File: src/design/fueo_regs.svh
// Purpose: offsets, field positions, reset values for the flash control block
// Assumes: Avalon-MM word addressing, one register per 32-bit word
// Notes: byte address = 4 * word offset
`ifndef FUEO_REGS_SVH
`define FUEO_REGS_SVH

// Word offsets
`define FUEO_OFS_LOWER_MODE 4'h0
`define FUEO_OFS_UPPER_MODE 4'h1
`define FUEO_OFS_EBS_LOW 4'h2
`define FUEO_OFS_EBS_HIGH 4'h3
`define FUEO_OFS_RAM_OVL 4'h4
`define FUEO_OFS_STATUS 4'h5

// Lower mode control: write enables
`define FUEO_HWE_BIT 7
`define FUEO_SWE_BIT 6

// Upper mode control fields
`define FUEO_ERR_BIT 7
`define FUEO_ESU_BIT 5
`define FUEO_PSU_BIT 4
`define FUEO_EV_BIT 3
`define FUEO_PV_BIT 2
`define FUEO_EGO_BIT 1
`define FUEO_PGO_BIT 0

// Overlay control fields
`define FUEO_OVL_SEL_BIT 2
`define FUEO_OVL_AREA_MSB 1
`define FUEO_OVL_AREA_LSB 0

// Reset values
`define FUEO_MODE_RST 8'h00
`define FUEO_EBS_RST 8'h00
`define FUEO_OVL_RST 16'h0000
`define FUEO_EBS_LOW_MASK 8'h0F
`define FUEO_OVL_MASK 16'h0007

// Address map (byte addresses, 24 bits)
`define FUEO_BLK_BIG_SHIFT 15
`define FUEO_BLK7_END 24'h03EFFF
`define FUEO_SMALL_BASE 24'h03F000
`define FUEO_FLASH_END 24'h03FFFF
`define FUEO_RAM_OVL_BASE 24'hFFF800

`endif

File: src/design/fueo_pkg.sv
// Purpose: shared types for the flash control block
// Assumes: nothing beyond the register header
// Notes: block index 0..11, 15 means outside the flash
package fueo_pkg;
  typedef logic [3:0] fueo_block_t;
  typedef enum logic [1:0] {
    FUEO_BUS_IDLE = 2'b00,
    FUEO_BUS_ACK = 2'b01
  } fueo_bus_state_t;
endpackage

File: src/design/fueo_block_decode.sv
// Purpose: map a flash byte address to its erase block number
// Assumes: 24-bit CPU address
// Notes: returns 15 for addresses outside the flash
`timescale 1ns/100ps
`include "fueo_regs.svh"

module fueo_block_decode (
  // Address in
  input wire logic [23:0] addr,
  // Block out
  output fueo_pkg::fueo_block_t block,
  output logic in_flash
);

  always_comb begin
    in_flash = (addr <= `FUEO_FLASH_END);
    if (!in_flash) begin
      block = 4'hF;
    end else if (addr <= `FUEO_BLK7_END) begin
      block = {1'b0, addr[17:15]}; // 32kB blocks, block 7 cut to 28kB
    end else begin
      block = {2'b10, addr[11:10]}; // Four 1kB blocks
    end
  end

endmodule

File: src/design/fueo_overlay_map.sv
// Purpose: redirect accesses in the chosen 1kB block into the RAM window
// Assumes: overlay enable already qualified by ROM enable
// Notes: combinational; software must pause after changing the setting
`timescale 1ns/100ps
`include "fueo_regs.svh"

module fueo_overlay_map (
  // Control
  input wire logic ovl_en,
  input wire logic [1:0] ovl_area,
  // Address path
  input wire logic [23:0] addr_in,
  output logic [23:0] addr_out,
  output logic redirected
);

  logic [23:0] win_base;
  assign win_base = `FUEO_SMALL_BASE | {12'h000, ovl_area, 10'h000};

  assign redirected = ovl_en && (addr_in[23:10] == win_base[23:10]);
  assign addr_out = redirected ? (`FUEO_RAM_OVL_BASE | {14'h0000, addr_in[9:0]}) : addr_in;

endmodule

File: src/design/fueo_ctrl.sv
// Purpose: flash upper-area mode bits, erase block select and RAM overlay control
// Assumes: Avalon-MM slave, one wait state on every access
// Notes: program/erase timing lives in software; this block only gates modes
//
// Added by the designer: the placing of the registers and the Avalon-MM slave port.
`timescale 1ns/100ps
`include "fueo_regs.svh"

module fueo_ctrl (
  // Clock and reset
  input wire logic clk,
  input wire logic rst,
  // Avalon-MM slave
  input wire logic [3:0] avs_address,
  input wire logic avs_read,
  input wire logic avs_write,
  input wire logic [31:0] avs_writedata,
  input wire logic [3:0] avs_byteenable,
  output logic [31:0] avs_readdata,
  output logic avs_waitrequest,
  output logic [1:0] avs_response,
  // Chip state
  input wire logic write_protect_pin,
  input wire logic standby,
  input wire logic flash_enable,
  input wire logic rom_enable,
  input wire logic error_set,
  // CPU address path
  input wire logic [23:0] cpu_addr,
  output logic [23:0] mem_addr,
  output logic overlay_hit,
  output logic [3:0] cpu_block,
  // Flash array controls
  output logic upper_erase_verify_mode,
  output logic upper_program_verify_mode,
  output logic upper_erase_mode,
  output logic upper_program_mode,
  output logic [11:0] block_erasable,
  output logic all_protected
);

  //////////////////////////////////////////////////////////////////////////
  // Register state

  logic sw_write_enable_q;
  logic [7:0] upper_mode_q;
  logic program_erase_error_flag_q;
  logic [3:0] ebs_low_q;
  logic [7:0] ebs_high_q;
  logic [2:0] ovl_q;
  fueo_pkg::fueo_bus_state_t bus_q;
  logic [31:0] rdata_q;
  logic [1:0] resp_q;

  logic hw_write_enable;
  logic clear_cond;
  logic both_en;
  logic acc;
  logic wr_go;
  logic wr_lane0;
  logic wr_lane1;
  logic ovl_en;

  assign hw_write_enable = ~write_protect_pin;
  assign clear_cond = standby | write_protect_pin | ~sw_write_enable_q;
  assign both_en = hw_write_enable & sw_write_enable_q;
  assign acc = avs_read | avs_write;
  // Writes land in the ack cycle so data is stable and taken once
  assign wr_go = avs_write && (bus_q == fueo_pkg::FUEO_BUS_ACK);
  assign wr_lane0 = wr_go & avs_byteenable[0];
  assign wr_lane1 = wr_go & avs_byteenable[1];

  function automatic logic is_mapped(input logic [3:0] a);
    is_mapped = (a <= `FUEO_OFS_STATUS);
  endfunction

  //////////////////////////////////////////////////////////////////////////
  // Bus handshake: one wait state per access

  always_ff @(posedge clk or posedge rst) begin
    if (rst) begin
      bus_q <= fueo_pkg::FUEO_BUS_IDLE;
    end else if (acc && bus_q == fueo_pkg::FUEO_BUS_IDLE) begin
      bus_q <= fueo_pkg::FUEO_BUS_ACK;
    end else begin
      bus_q <= fueo_pkg::FUEO_BUS_IDLE;
    end
  end

  assign avs_waitrequest = acc && (bus_q == fueo_pkg::FUEO_BUS_IDLE);

  //////////////////////////////////////////////////////////////////////////
  // Software write enable, only settable while the pin allows it

  always_ff @(posedge clk or posedge rst) begin
    if (rst) begin
      sw_write_enable_q <= 1'b0;
    end else if (standby || write_protect_pin) begin
      sw_write_enable_q <= 1'b0;
    end else if (wr_lane0 && avs_address == `FUEO_OFS_LOWER_MODE) begin
      sw_write_enable_q <= avs_writedata[`FUEO_SWE_BIT];
    end
  end

  //////////////////////////////////////////////////////////////////////////
  // Upper mode bits; a clear on a bit is accepted while flash_enable is high

  always_ff @(posedge clk or posedge rst) begin
    if (rst) begin
      upper_mode_q <= `FUEO_MODE_RST;
    end else if (clear_cond) begin
      upper_mode_q <= `FUEO_MODE_RST;
    end else if (wr_lane0 && flash_enable && avs_address == `FUEO_OFS_UPPER_MODE) begin
      upper_mode_q[`FUEO_ESU_BIT] <= avs_writedata[`FUEO_ESU_BIT] & both_en;
      upper_mode_q[`FUEO_PSU_BIT] <= avs_writedata[`FUEO_PSU_BIT] & both_en;
      upper_mode_q[`FUEO_EV_BIT] <= avs_writedata[`FUEO_EV_BIT] & both_en;
      upper_mode_q[`FUEO_PV_BIT] <= avs_writedata[`FUEO_PV_BIT] & both_en;
      upper_mode_q[`FUEO_EGO_BIT] <= avs_writedata[`FUEO_EGO_BIT] & both_en
                                     & upper_mode_q[`FUEO_ESU_BIT];
      upper_mode_q[`FUEO_PGO_BIT] <= avs_writedata[`FUEO_PGO_BIT] & both_en
                                     & upper_mode_q[`FUEO_PSU_BIT];
    end
  end

  // error flag, reset only; reset wins over set
  always_ff @(posedge clk or posedge rst) begin
    if (rst) begin
      program_erase_error_flag_q <= 1'b0;
    end else if (error_set) begin
      program_erase_error_flag_q <= 1'b1;
    end
  end

  //////////////////////////////////////////////////////////////////////////
  // Erase block select registers

  always_ff @(posedge clk or posedge rst) begin
    if (rst) begin
      ebs_high_q <= `FUEO_EBS_RST;
      ebs_low_q <= 4'h0;
    end else if (clear_cond) begin
      ebs_high_q <= `FUEO_EBS_RST;
      ebs_low_q <= 4'h0;
    end else if (wr_lane0 && flash_enable) begin
      if (avs_address == `FUEO_OFS_EBS_HIGH) begin
        ebs_high_q <= avs_writedata[7:0];
      end
      if (avs_address == `FUEO_OFS_EBS_LOW) begin
        ebs_low_q <= avs_writedata[3:0];
      end
    end
  end

  //////////////////////////////////////////////////////////////////////////
  // RAM overlay control, untouched by standby

  always_ff @(posedge clk or posedge rst) begin
    if (rst) begin
      ovl_q <= 3'h0;
    end else if (wr_lane0 && avs_address == `FUEO_OFS_RAM_OVL) begin
      ovl_q <= avs_writedata[2:0];
    end
  end

  assign ovl_en = ovl_q[`FUEO_OVL_SEL_BIT] & rom_enable;

  //////////////////////////////////////////////////////////////////////////
  // Read data, captured on the wait cycle

  always_ff @(posedge clk or posedge rst) begin
    if (rst) begin
      rdata_q <= 32'h00000000;
      resp_q <= 2'b00;
    end else if (avs_waitrequest) begin
      rdata_q <= 32'h00000000;
      resp_q <= is_mapped(avs_address) ? 2'b00 : 2'b10;
      unique case (avs_address)
        `FUEO_OFS_LOWER_MODE: begin
          rdata_q[`FUEO_HWE_BIT] <= hw_write_enable;
          rdata_q[`FUEO_SWE_BIT] <= sw_write_enable_q;
        end
        `FUEO_OFS_UPPER_MODE: begin
          if (flash_enable) begin
            rdata_q[7:0] <= {program_erase_error_flag_q, 1'b0, upper_mode_q[5:0]};
          end
        end
        `FUEO_OFS_EBS_LOW: begin
          if (flash_enable) begin
            rdata_q[7:0] <= {4'h0, ebs_low_q};
          end
        end
        `FUEO_OFS_EBS_HIGH: begin
          if (flash_enable) begin
            rdata_q[7:0] <= ebs_high_q;
          end
        end
        `FUEO_OFS_RAM_OVL: begin
          rdata_q[15:0] <= {13'h0000, ovl_q};
        end
        `FUEO_OFS_STATUS: begin
          rdata_q[3:0] <= {upper_erase_verify_mode, upper_program_verify_mode,
                           upper_erase_mode, upper_program_mode};
          rdata_q[4] <= all_protected;
        end
        default: begin
          rdata_q <= 32'h00000000;
        end
      endcase
    end
  end

  assign avs_readdata = rdata_q;
  assign avs_response = resp_q;

  //////////////////////////////////////////////////////////////////////////
  // Flash array controls

  assign upper_erase_verify_mode = upper_mode_q[`FUEO_EV_BIT];
  assign upper_program_verify_mode = upper_mode_q[`FUEO_PV_BIT];
  assign upper_erase_mode = upper_mode_q[`FUEO_EGO_BIT];
  assign upper_program_mode = upper_mode_q[`FUEO_PGO_BIT];

  assign all_protected = ovl_en | program_erase_error_flag_q | ~flash_enable;
  assign block_erasable = all_protected ? 12'h000 : {ebs_high_q, ebs_low_q};

  //////////////////////////////////////////////////////////////////////////
  // Address path

  fueo_overlay_map u_map (
    .ovl_en(ovl_en),
    .ovl_area(ovl_q[`FUEO_OVL_AREA_MSB:`FUEO_OVL_AREA_LSB]),
    .addr_in(cpu_addr),
    .addr_out(mem_addr),
    .redirected(overlay_hit)
  );

  fueo_block_decode u_dec (
    .addr(cpu_addr),
    .block(cpu_block),
    .in_flash()
  );

endmodule

File: config.mk
export PLATFORM = sky130hd
export DESIGN_NAME = fueo_ctrl
export DESIGN_NICKNAME = d
export VERILOG_FILES = /design/src/design/fueo_pkg.sv /design/src/design/fueo_block_decode.sv /design/src/design/fueo_overlay_map.sv /design/src/design/fueo_ctrl.sv
export VERILOG_INCLUDE_DIRS = /design/src /design/src/design
export SDC_FILE = /design/constraint.sdc
export NUM_CORES = 1
export LEC_CHECK = 0
export BUFFER_PORTS_ARGS = -buffer_cell sky130_fd_sc_hd__buf_2
export CAP_MARGIN = 30
export CORE_MARGIN = 4
export CORE_UTILIZATION = 44
export CTS_CLUSTER_SIZE = 16
export DETAILED_ROUTE_END_ITERATION = 6
export PLACE_DENSITY = 0.86
export RECOVER_POWER = 25
export REMOVE_ABC_BUFFERS = 1
export SKIP_LAST_GASP = 1
export SLEW_MARGIN = 20
export SYNTH_ARGS = -nofsm -noshare
export SYNTH_HDL_FRONTEND = slang
export SYNTH_SLANG_ARGS = --single-unit
File: constraint.sdc
create_clock -name clk -period 3.85 [get_ports clk]
set_input_delay 0.77 -clock clk [delete_from_list [all_inputs] [get_ports clk]]
set_output_delay 0.77 -clock clk [all_outputs]
set_load 0.005 [all_outputs]
==> impl_metrics.yaml <==
status:
  status: "finished, violations left"
  violations: "capacitance limit, slew limit"
synthesis:
  syn_area_per_cell_um2: 8.967
  synthCells: 234
  seq_area_frac_synth: 0.3936
  synth_edf_count: 0
  netlist.area_leader.share: 0.3936
  ys_types: 40
  ys_seq_elements: 33
  async_flop_share: 1.000
  yosys-top-cells-area: "dfrtp_1 39%, buf_4 13%, mux2i_1 9.5%"
  syn-cell-area_um2: 2098
  synth.most_common_cell: "buf_4"
  ys.flop_type: "dfrtp_1"
  synth_commonest_cells: "35 x buf_4, 33 x dfrtp_1, 29 x nor2_1"
  ys_warn_count: 0
  netlist.top_cell.by_area: "dfrtp_1"
clock_network:
  root_buffer: "clkbuf_8"
  cts_buffers: 5
  clockBufferDepth: 2
  clkTransAtPathRegs_ns: 0.06
  cts_num_sinks: 33
  cts_setup_buffers: 0
  cts_max_level: 2
  cts_resized: 0
  clk_latency_ns: 0.27
  holdBufCountCts: 0
  cts_tree: "built"
timing:
  fmax_mhz: 321.7
  min_period_over_period: 0.8075
  whs_ns: 0.4742
  finalSetupViolCount: 0
  rsz0062_at_grt: "false"
  layout_min_cycle_time_ns: 3.109
  slew_viol_final: 34
  tightest_slew_ns: 1.717
  hold_viol: 0
  slew-limit-headroom: -0.1444
  setup_ws_ns: 0.7411
  finalClockSkew_ns: 0.002933
  tns_ns: 0
drt:
  wl_per_cell_um: 15.29
  drt-vias-per-instance: 5.045
  first_pass_iters: 4
  wirelength_mm: 5.413
  drt_iter0_markers: 143
  drc: 0
  via_count: 1786
  drt.antenna.violating_nets: 0
die:
  die_w_um: 77.06
  core-area_um2: 4474
  io_pins: 154
  rows: 24
  die-area_um2: 5937
  start_util: 0.4690
  fp.dieH_um: 77.06
global_routing:
  grt_antenna_before_repair: 0
  grtUsageMet3: 0.07377
  met2_usage: 0.2927
  grt_first_pass_wirelength_mm: 8.452
  grt_max_degree: 34
  busiest_layer: "met2"
  grt_pass1_vias: 1694
  use_met1: 0.2111
  grt_overflow: 0
  grt_use_total: 0.1767
critical_path:
  r2r_slack_ns: 1.94
  cpLargestDelayFamily: "simple AND/OR/NAND/NOR gates"
  reg2reg_depth: 4
  max_stage_delay_ns: 0.54
  critPathBufInv: 2
  cp-start-kind: "input port"
  crit_fanout: 9
  timing.critical_path.depth: 6
  cpMostUsedCell: "buf_2"
  r2r_start: "bus_q[0]"
  cp_data_required_time_ns: 3.08
  r2r-end: "ebs_low_q[0]"
  crit_chain: "buf_2, or4_1, nor3_2, nand3_1, and2_1, buf_2"
  cpMaxStageDelayCell: "or4_1"
  crit_path_start: "cpu_addr[20]"
  arrival_ns: 2.34
  crit_type: "input port to primary output"
  cp-end-kind: "primary output"
  critPathCapture: "mem_addr[10]"
layout:
  drive_gt1_frac: 0.3179
  stdcell_count: 354
  nNetsFinal: 374
  syn2layout_area_growth_pct: 16.34
  antenna_cells: 0
placed_design:
  hpwl_mm: 4.244
  place.gp.congestion: 0.8287
  pre_cts_ws_ns: 0.7226
  io_buffers: 81
  dpl.cell_count: 346
power:
  ir_worst_vdd_v: 0.0001804
  p_clk_frac: 0.340
  netSwitchingFraction: 0.2551
  combPwrFrac: 0.147
  power.leakage_nw: 1.195
  intPower_mw: 0.5308
  p_per_area_nw_per_um2: 291.9
  p_total_mw: 0.7126
  pwr-share-seq: 0.514
  p_sw_mw: 0.1818
run:
  maxCapViolCount: 1
hold_path:
  hp-class: "flop to flop"
[sequential cells by signal, indices dropped and copies added, names as in the netlist]
name,count
avs_readdata,8
avs_response,1
bus_q,1
ebs_high_q,8
ebs_low_q,4
ovl_q,3
program_erase_error_flag_q,1
sw_write_enable_q,1
upper_mode_q,6
[metal layers]
metal  vias to the layer above  routed length [um]
met4                         0                  61
met5                         -                   0
li1                        858                   -
met3                        10                 480
met2                        89                2629
met1                       829                2242
[power groups by stage]
stage                     combinational, mW  clock (mW)  sequential, mW
after floorplan                      0.0482           0           0.372
after global placement                0.101           0           0.372
after detailed placement              0.104           0           0.373
after CTS                             0.105       0.248           0.366
after global routing                  0.116       0.265           0.368
final                                 0.104       0.242           0.366
[logic make-up (layout without fill, tap and decap cells)]
kind of cell	after synthesis	in the layout	synth area share
XOR/XNOR	2	2	0.008350
AO/OA/AOI/OAI	25	25	0.07454
AND/OR/NAND/NOR	98	98	0.2505
multiplexers	24	24	0.1169
flip-flops	33	33	0.3936
buffers and inverters	51	95	0.1544
other	1	25	0.001787
[cell usage in the layout, fill, tap and decap left out, types with 2 or more instances in the layout]
cell type and instances:
dfrtp_1 33, nand2_1 19, nor3_1 6, nor3_4 2, a31oi_1 2, nand2b_1 10, clkbuf_1 4, nand3_1 4
conb_1 25, xor2_1 2, mux2i_1 20, mux2_2 4, and2_1 13, or4_1 2, a21oi_1 5, buf_2 81
clkbuf_8 5, or3_1 2, nor3b_1 2, a221oi_1 2, inv_1 4, o21ai_0 9, nor2_1 29
[worst min-delay path by stage]
stage	from	cells after the start	end	slack [ns]
after floorplan	program_erase_error_flag_q	1	program_erase_error_flag_q	0.46
after global placement	avs_response[1]	2	avs_response[1]	0.46
after detailed placement	avs_readdata[3]	2	avs_readdata[3]	0.47
after CTS	avs_readdata[3]	2	avs_readdata[3]	0.48
after global routing	avs_readdata[1]	2	avs_readdata[1]	0.51
final	avs_readdata[7]	2	avs_readdata[7]	0.47
[tightest hold or removal path: stages, from the launching register on]
cell	delay (ns)
dfrtp_1	0.34
nand2_1	0.04
o21ai_0	0.06
[per-stage QoR]
stage,area [um2],utilization
2_1_floorplan,1879,-
3_3_place_gp,2365,0.5285
3_5_place_dp,2365,0.5285
4_1_cts,2445,0.5464
5_1_grt,2441,0.5456
6_report,2441,0.5456
[cell type report]
cell class / count / area [um2]
repair buffers: 83 / 416.7
fillers: 405 / 2033
inverters: 4 / 15.01
well taps: 52 / 65.06
flip-flops and latches: 33 / 825.8
multi-input cells: 174 / 1039
clock buffers: 8 / 80.08
(Power assumes the default switching activity.)
